`config.mk`:
```
export PLATFORM = sky130hd
export DESIGN_NAME = lbbc_top
export DESIGN_NICKNAME = d
export VERILOG_FILES = /design/src/verilog/lbbc_pkg.sv /design/src/verilog/lbbc_ramp.sv /design/src/verilog/lbbc_top.sv
export SDC_FILE = /design/constraint.sdc
export NUM_CORES = 1
export LEC_CHECK = 0
export BUFFER_PORTS_ARGS = -buffer_cell sky130_fd_sc_hd__buf_2
export CAP_MARGIN = 10
export CELL_PAD_IN_SITES_DETAIL_PLACEMENT = 1
export CELL_PAD_IN_SITES_GLOBAL_PLACEMENT = 1
export CORE_ASPECT_RATIO = 1.4
export CORE_MARGIN = 1
export CORE_UTILIZATION = 38
export DETAILED_ROUTE_END_ITERATION = 6
export PLACE_DENSITY_LB_ADDON = 0.1
export SLEW_MARGIN = 15
export SYNTH_ARGS = -nofsm -noshare
export SYNTH_HDL_FRONTEND = slang
export SYNTH_SLANG_ARGS = --single-unit
```
`constraint.sdc`:
```
create_clock -name CLK -period 3.9 [get_ports CLK]
set_input_delay 0.39 -clock CLK [delete_from_list [all_inputs] [get_ports CLK]]
set_output_delay 0.39 -clock CLK [all_outputs]
set_load 0.01 [all_outputs]
```
`src/verilog/lbbc_pkg.sv`:
```
/*
 * Shared constants and types for the backlight boost control block.
 * Assumes a 20 MHz converter-side control clock and byte-wide registers.
 */
package lbbc_pkg;

    // =========================================================================
    // Register offsets and field positions
    // =========================================================================
    localparam logic [7:0] LBBC_CURRENT_OFFSET   = 8'h86;
    localparam logic [7:0] LBBC_CONTROL_OFFSET   = 8'h87;
    localparam int         LBBC_ENABLE_BIT       = 7;
    localparam int         LBBC_RANGE_BIT        = 6;
    localparam int         LBBC_CLKSEL_BIT       = 1;
    localparam int         LBBC_CODE_W           = 5;

    // =========================================================================
    // Reset values and write masks
    // =========================================================================
    localparam logic [7:0] LBBC_CURRENT_RESET    = 8'h40;
    localparam logic [7:0] LBBC_CONTROL_RESET    = 8'h02;
    localparam logic [7:0] LBBC_CURRENT_WMASK    = 8'hff;
    localparam logic [7:0] LBBC_CONTROL_WMASK    = 8'hcf;

    // =========================================================================
    // Timing
    // =========================================================================
    localparam int         LBBC_CLK_HZ           = 20_000_000;
    localparam int         LBBC_STEP_US          = 32;
    localparam int         LBBC_STEP_CYCLES      = LBBC_STEP_US * (LBBC_CLK_HZ / 1_000_000);
    localparam int         LBBC_SOFTSTART_CYCLES = 2 * LBBC_STEP_CYCLES;
    localparam logic [4:0] LBBC_CODE_ZERO        = 5'h00;

    // =========================================================================
    // Types
    // =========================================================================
    typedef enum logic [1:0] {
        LBBC_OFF,
        LBBC_SOFTSTART,
        LBBC_RUN
    } lbbc_state_t;

    typedef struct packed {
        logic       wr;
        logic       rd;
        logic [7:0] addr;
        logic [7:0] wdata;
    } lbbc_reg_req_t;

endpackage

```
`src/verilog/lbbc_ramp.sv`:
```
/*
 * Slew ramp for the sink-current code: one step per step period toward target.
 * Assumes load is pulsed only when a new target is accepted.
 */
`timescale 1ns/1ns
`default_nettype none
module lbbc_ramp
    import lbbc_pkg::*;
#(
    parameter int CODE_W      = LBBC_CODE_W,
    parameter int STEP_CYCLES = LBBC_STEP_CYCLES
) (
    input  wire logic              clk,
    input  wire logic              rst,
    input  wire logic              hold,
    input  wire logic              load,
    input  wire logic [CODE_W-1:0] target,
    output logic [CODE_W-1:0]      code,
    output logic                   busy
);
    localparam int CNT_W = $clog2(STEP_CYCLES + 1);
    localparam logic [CNT_W-1:0] CNT_LAST = CNT_W'(STEP_CYCLES - 1);
    localparam logic [CNT_W-1:0] CNT_ONE  = CNT_W'(1);

    logic [CODE_W-1:0] code_reg;
    logic [CODE_W-1:0] target_reg;
    logic [CNT_W-1:0]  cnt_reg;
    wire               step_due = (cnt_reg == CNT_LAST);
    wire               moving   = (code_reg != target_reg);
    wire [CODE_W-1:0]  code_next = (target_reg > code_reg) ? code_reg + CODE_W'(1)
                                                           : code_reg - CODE_W'(1);

    always_ff @(posedge clk) begin
        if (rst) begin
            code_reg   <= '0;
            target_reg <= '0;
            cnt_reg    <= '0;
        end else if (hold) begin
            code_reg   <= target;
            target_reg <= target;
            cnt_reg    <= '0;
        end else begin
            if (load) begin
                target_reg <= target;
            end
            if (!moving || step_due) begin
                cnt_reg <= '0;
            end else begin
                cnt_reg <= cnt_reg + CNT_ONE;
            end
            if (moving && step_due) begin
                code_reg <= code_next;
            end
        end
    end

    assign code = code_reg;
    assign busy = moving;
endmodule
`default_nettype wire

```
`src/verilog/lbbc_top.sv`:
```
/*
 * Backlight boost converter digital control: registers, enables, soft start,
 * current slew and over-voltage hiccup. Assumes a byte register port from the
 * embedded controller and an already-compared over-voltage input from a pin.
 */
`timescale 1ns/1ns
`default_nettype none
module lbbc_top
    import lbbc_pkg::*;
#(
    parameter int STEP_CYCLES      = LBBC_STEP_CYCLES,
    parameter int SOFTSTART_CYCLES = LBBC_SOFTSTART_CYCLES
) (
    input  wire logic       CLK,
    input  wire logic       RST,
    input  wire logic       GLOBAL_ENABLE,
    input  wire logic       OVERVOLTAGE_SENSE_INPUT,
    input  wire logic       REG_WR,
    input  wire logic       REG_RD,
    input  wire logic [7:0] REG_ADDR,
    input  wire logic [7:0] REG_WDATA,
    output logic [7:0]      REG_RDATA,
    output logic            CONVERTER_ON,
    output logic            SWITCHING_CLOCK_SELECT,
    output logic            SOFTSTART_ACTIVE,
    output logic            ERROR_AMP_RESET,
    output logic            CURRENT_RANGE_SELECT,
    output logic [4:0]      SINK1_CODE,
    output logic [4:0]      SINK2_CODE,
    output logic            RAMP_BUSY
);
    // =========================================================================
    // Input synchronisers
    // =========================================================================
    logic gen_meta_reg, gen_reg, ov_meta_reg, ov_reg;
    always_ff @(posedge CLK) begin
        gen_meta_reg <= GLOBAL_ENABLE;
        gen_reg      <= gen_meta_reg;
        ov_meta_reg  <= OVERVOLTAGE_SENSE_INPUT;
        ov_reg       <= ov_meta_reg;
    end

    // =========================================================================
    // Registers
    // =========================================================================
    lbbc_reg_req_t req;
    assign req = '{wr: REG_WR, rd: REG_RD, addr: REG_ADDR, wdata: REG_WDATA};

    logic [7:0] current_reg;
    logic [7:0] control_reg;
    logic       ramp_busy;
    logic [4:0] ramp_code;
    lbbc_state_t state_reg;
    lbbc_state_t state_next;

    wire wr_current = req.wr && (req.addr == LBBC_CURRENT_OFFSET);
    wire wr_control = req.wr && (req.addr == LBBC_CONTROL_OFFSET);
    // Code field change is refused mid-ramp; enable, range still take effect
    wire        code_locked  = ramp_busy && (state_reg == LBBC_RUN);
    wire [4:0]  code_kept    = current_reg[LBBC_CODE_W-1:0];
    wire [4:0]  code_written = code_locked ? code_kept : req.wdata[LBBC_CODE_W-1:0];
    wire [7:0]  current_next = {req.wdata[7:LBBC_CODE_W], code_written};
    wire        code_change  = wr_current && !code_locked && (code_written != code_kept);
    // Ramp follows the stored code, or the code being written in this cycle
    wire [4:0]  ramp_target  = wr_current ? code_written : code_kept;

    always_ff @(posedge CLK) begin
        if (RST) begin
            current_reg <= LBBC_CURRENT_RESET;
            control_reg <= LBBC_CONTROL_RESET;
        end else begin
            if (wr_current) begin
                current_reg <= current_next & LBBC_CURRENT_WMASK;
            end
            if (wr_control) begin
                control_reg <= req.wdata & LBBC_CONTROL_WMASK;
            end
        end
    end

    wire local_enable = current_reg[LBBC_ENABLE_BIT];
    wire run_allowed  = gen_reg && local_enable;

    // =========================================================================
    // Enable, soft start and over-voltage hiccup
    // =========================================================================
    localparam int SS_W = $clog2(SOFTSTART_CYCLES + 1);
    localparam logic [SS_W-1:0] SS_LAST = SS_W'(SOFTSTART_CYCLES - 1);
    localparam logic [SS_W-1:0] SS_ONE  = SS_W'(1);

    logic [SS_W-1:0] ss_cnt_reg;
    wire             ss_done = (ss_cnt_reg == SS_LAST);

    always_comb begin
        state_next = state_reg;
        unique case (state_reg)
            LBBC_OFF: begin
                if (run_allowed) state_next = LBBC_SOFTSTART;
            end
            LBBC_SOFTSTART: begin
                if (!run_allowed) state_next = LBBC_OFF;
                else if (ss_done && !ov_reg) state_next = LBBC_RUN;
            end
            LBBC_RUN: begin
                if (!run_allowed) state_next = LBBC_OFF;
                else if (ov_reg) state_next = LBBC_SOFTSTART;
            end
        endcase
    end

    always_ff @(posedge CLK) begin
        if (RST) begin
            state_reg   <= LBBC_OFF;
            ss_cnt_reg  <= '0;
        end else begin
            state_reg   <= state_next;
            if (state_next != LBBC_SOFTSTART || state_reg != LBBC_SOFTSTART || ov_reg) begin
                ss_cnt_reg <= '0;
            end else if (!ss_done) begin
                ss_cnt_reg <= ss_cnt_reg + SS_ONE;
            end
        end
    end

    // =========================================================================
    // Current slew
    // =========================================================================
    lbbc_ramp #(
        .CODE_W      (LBBC_CODE_W),
        .STEP_CYCLES (STEP_CYCLES)
    ) u_ramp (
        .clk    (CLK),
        .rst    (RST),
        .hold   (state_reg != LBBC_RUN),
        .load   (code_change),
        .target (ramp_target),
        .code   (ramp_code),
        .busy   (ramp_busy)
    );

    // =========================================================================
    // Output flops
    // =========================================================================
    always_ff @(posedge CLK) begin
        if (RST) begin
            REG_RDATA              <= 8'h00;
            CONVERTER_ON           <= 1'b0;
            SWITCHING_CLOCK_SELECT <= LBBC_CONTROL_RESET[LBBC_CLKSEL_BIT];
            SOFTSTART_ACTIVE       <= 1'b0;
            ERROR_AMP_RESET        <= 1'b1;
            CURRENT_RANGE_SELECT   <= LBBC_CURRENT_RESET[LBBC_RANGE_BIT];
            SINK1_CODE             <= LBBC_CODE_ZERO;
            SINK2_CODE             <= LBBC_CODE_ZERO;
            RAMP_BUSY              <= 1'b0;
        end else begin
            REG_RDATA              <= !req.rd ? 8'h00 :
                                      (req.addr == LBBC_CURRENT_OFFSET) ? current_reg :
                                      (req.addr == LBBC_CONTROL_OFFSET) ? control_reg : 8'h00;
            CONVERTER_ON           <= (state_next != LBBC_OFF);
            SWITCHING_CLOCK_SELECT <= control_reg[LBBC_CLKSEL_BIT];
            SOFTSTART_ACTIVE       <= (state_next == LBBC_SOFTSTART);
            ERROR_AMP_RESET        <= (state_next == LBBC_OFF) || ov_reg;
            CURRENT_RANGE_SELECT   <= current_reg[LBBC_RANGE_BIT];
            SINK1_CODE             <= ramp_code;
            SINK2_CODE             <= ramp_code;
            RAMP_BUSY              <= ramp_busy && (state_reg == LBBC_RUN);
        end
    end
endmodule
`default_nettype wire
```
==> flow_metrics.env <==
export IMPL_clk_insertion_delay_late_ps=330
export IMPL_holdPathStages=1
export IMPL_gp_congestion=0.782
export IMPL_stdcell_count=478
export IMPL_hold_viol_final=0
export IMPL_clk_pin_slew_ps=50
export IMPL_drtIter0Drc=56
export IMPL_min_period_over_period_pct=75.2
export IMPL_drc=0
export IMPL_die_area_um2=8680
export IMPL_intPower_mw=1.26
export IMPL_final_max_slew_violation_count=0
export IMPL_netlist_area_um2=3160
export IMPL_coreArea_um2=8100
export IMPL_syn_inst=329
export IMPL_grt_pass1_wl_mm=11.4
export IMPL_cp_arrival_ps=3180
export IMPL_track_usage_pct=17.5
export IMPL_via_per_inst=5.05
export IMPL_grt_max_degree=27
export IMPL_ant_nets=0
export IMPL_cts_root_buf="clkbuf_16"
export IMPL_min_period_ps=2930
export IMPL_endpoint_kind="register"
export IMPL_via_count=2415
export IMPL_crit_path_cell_trace="inv_1 > ha_1 > and4b_1 > o21ai_0 > nand2_1 > nand2_1 > inv_1 > fa_1 > nand2b_1 > a21oi_1 > nand3_1 > a311o_1 > o211ai_1"
export IMPL_largest_reg_flops=11
export IMPL_drive_gt1_share_pct=21.3
export IMPL_timing_hold_ws_ps=164
export IMPL_dp_hpwl_mm=5.24
export IMPL_overflow=0
export IMPL_h_tree_depth=3
export IMPL_synth_avg_cell_area_um2=9.60
export IMPL_synth_seq_cells=70
export IMPL_syn_nets=364
export IMPL_cts_tree="yes"
export IMPL_powerDensity_nw_per_um2=423
export IMPL_swShare_pct=20.0
export IMPL_dp_cells=462
export IMPL_cp_max_fo=4
export IMPL_cts_resized_gates=0
export IMPL_fp_dieH_um=110
export IMPL_worst_slew_pin_transition_ps=572
export IMPL_cpPeakStageDelay_ps=400
export IMPL_status="finished, final reports clean"
export IMPL_grt_setup_unrepaired="false"
export IMPL_grt_pass1_vias=2405
export IMPL_cts_made_buffers=9
export IMPL_leakage_nw=1.63
export IMPL_nets=406
export IMPL_synth_async_sr_flop_share_pct=0
export IMPL_cts_hold_buf=0
export IMPL_drv_cap=0
export IMPL_antenna_found_initial=0
export IMPL_avgRoutedWirePerCell_um=14.4
export IMPL_fin_setup_tns_ps=0
export IMPL_synth_enable_flop_cells=0
export IMPL_hold_class="in -> reg"
export IMPL_port_buffers=45
export IMPL_start_kind="register"
export IMPL_synth_seq_area_share_pct=44.4
export IMPL_synthFlopType="dfxtp_1"
export IMPL_clock_skew_ps=4.35
export IMPL_finalSetupViolCount=0
export IMPL_pwr_share_clk_pct=52.0
export IMPL_drtPass1Iterations=4
export IMPL_ioPinCount=46
export IMPL_slowest_stage="fa_1"
export IMPL_num_rows=39
export IMPL_crit_type="reg -> reg"
export IMPL_diodes=0
export IMPL_routed_wl_mm=6.90
export IMPL_r2r_cells=13
export IMPL_timing_fmax_mhz=341
export IMPL_initial_utilization_pct=39.0
export IMPL_synth_warnings=0
export IMPL_combPwrFrac_pct=2.3
export IMPL_pwr_share_seq_pct=45.7
export IMPL_area_growth_pct=18.0
export IMPL_post_cts_buffers=0
export IMPL_die_w_um=79.0
export IMPL_clock_sinks=70
export IMPL_synth_cell_types=53
export IMPL_cts_path_max_buffers=2
export IMPL_peakVddDrop_mv=0.227
export IMPL_relSlewSlack_pct=61.8
export IMPL_required_ps=4150
export IMPL_power_switching_mw=0.315
layout by cell type, fill, tap and decap left out, types with 2 or more instances in the layout:
cell type / Yosys / routed
a211oi_1: 4 / 4
a21o_1: 5 / 5
a21oi_1: 11 / 11
and2_1: 2 / 2
and3_1: 8 / 8
and4_1: 3 / 3
buf_2: 2 / 45
clkbuf_16: 0 / 9
clkbuf_8: 0 / 2
clkinv_2: 0 / 3
dfxtp_1: 70 / 70
ha_1: 12 / 12
inv_1: 14 / 14
mux2_2: 2 / 2
mux2i_1: 19 / 19
mux2i_2: 3 / 3
nand2_1: 23 / 23
nand2b_1: 5 / 5
nand3_1: 11 / 11
nand4_1: 3 / 3
nor2_1: 52 / 52
nor2b_1: 2 / 2
nor3_1: 4 / 4
nor3b_1: 4 / 4
o211ai_1: 3 / 3
o21ai_0: 5 / 5
o221ai_1: 3 / 3
or2_2: 3 / 3
xnor2_1: 7 / 7
xor2_1: 14 / 14
power by group through the flow:
| stage | registers [mW] | clock network (mW) | logic, mW |
|---|---|---|---|
| finish | 0.720 | 0.819 | 0.0359 |
| global route | 0.719 | 0.877 | 0.0397 |
| CTS | 0.719 | 0.845 | 0.0371 |
| detailed placement | 0.735 | 0 | 0.0368 |
| global placement | 0.735 | 0 | 0.0364 |
| floorplan | 0.734 | 0 | 0.0183 |
final cells by class:
type                       instances  area, um2
clock buffer                      12        256
clock inverter                     4       45.0
fill                             982       4370
inverter                          14       52.6
multi-input combinational        231       1620
sequential                        70       1400
tap                              102        128
timing repair buffer              45        225
through the flow:
stage / power, mW / setup slack (ps) / instance area, um2 / util (%)
finish: 1.57 / 967 / 3730 / 46.0
global route: 1.64 / 733 / 3730 / 46.0
CTS: 1.60 / 955 / 3730 / 46.0
detailed placement: 0.772 / 969 / 3420 / 42.3
global placement: 0.771 / 1050 / 3420 / 42.3
floorplan: 0.753 / 1260 / 3160 / -
final timing paths:
path              slack (ps)           start              to
hold reg to reg          320     ov_meta_reg          ov_reg
hold / removal           160   GLOBAL_ENABLE    gen_meta_reg
setup / recovery         970  u_ramp.code[3]  u_ramp.code[4]
setup reg to reg         970  u_ramp.code[3]  u_ramp.code[4]
layer usage:
| layer | up-vias | global-route usage (%) | routed length, um |
|---|---|---|---|
| met2 | 38 | 31.5 | 3590 |
| met5 | - | 0 | 0 |
| li1 | 1210 | - | - |
| met3 | 13 | 4.56 | 202 |
| met4 | 0 | 8.96 | 187 |
| met1 | 1154 | 18.6 | 2930 |
synthesized netlist by cell type (all sizes together) (2+ instances only):
cell type	n	area [um2]
ha	12	150
inv	14	52.6
nand2b	5	31.3
a21oi	12	63.8
nand4	3	18.8
mux2	2	22.5
and2	4	26.3
mux2i	22	231
xnor2	7	61.3
nor2b	2	12.5
nand2	23	86.3
and3	8	50.1
clkbuf	5	18.8
a211oi	5	42.5
buf	9	66.3
o211ai	4	35.0
o221ai	3	26.3
o21ai	5	25.0
nor3b	4	30.0
or2	4	25.0
nand3	12	65.1
a21o	5	37.5
dfxtp	70	1400
xor2	14	123
nor2	52	195
nor3	4	20.0
and4	3	26.3
cells by family after synthesis:
group / count (synthesis) / share of synthesized area (%)
AOI/OAI and AO/OA: 41 / 9.71
muxes: 24 / 8.05
and+or+nand+nor: 132 / 22.3
xor gates and xnor gates: 21 / 5.83
DFF: 70 / 44.4
adders and majority gates: 13 / 5.39
buffers and inverters: 28 / 4.36
worst max-delay path: cells and delay by family (launching register included):
kind                       cells  cell delay, ps
adders and majority gates      2             720
and+or+nand+nor                5             740
DFF                            1             350
buffers and inverters          2             150
AOI/OAI and AO/OA              4             890
No activity file was read; power rests on OpenSTA's default activity.
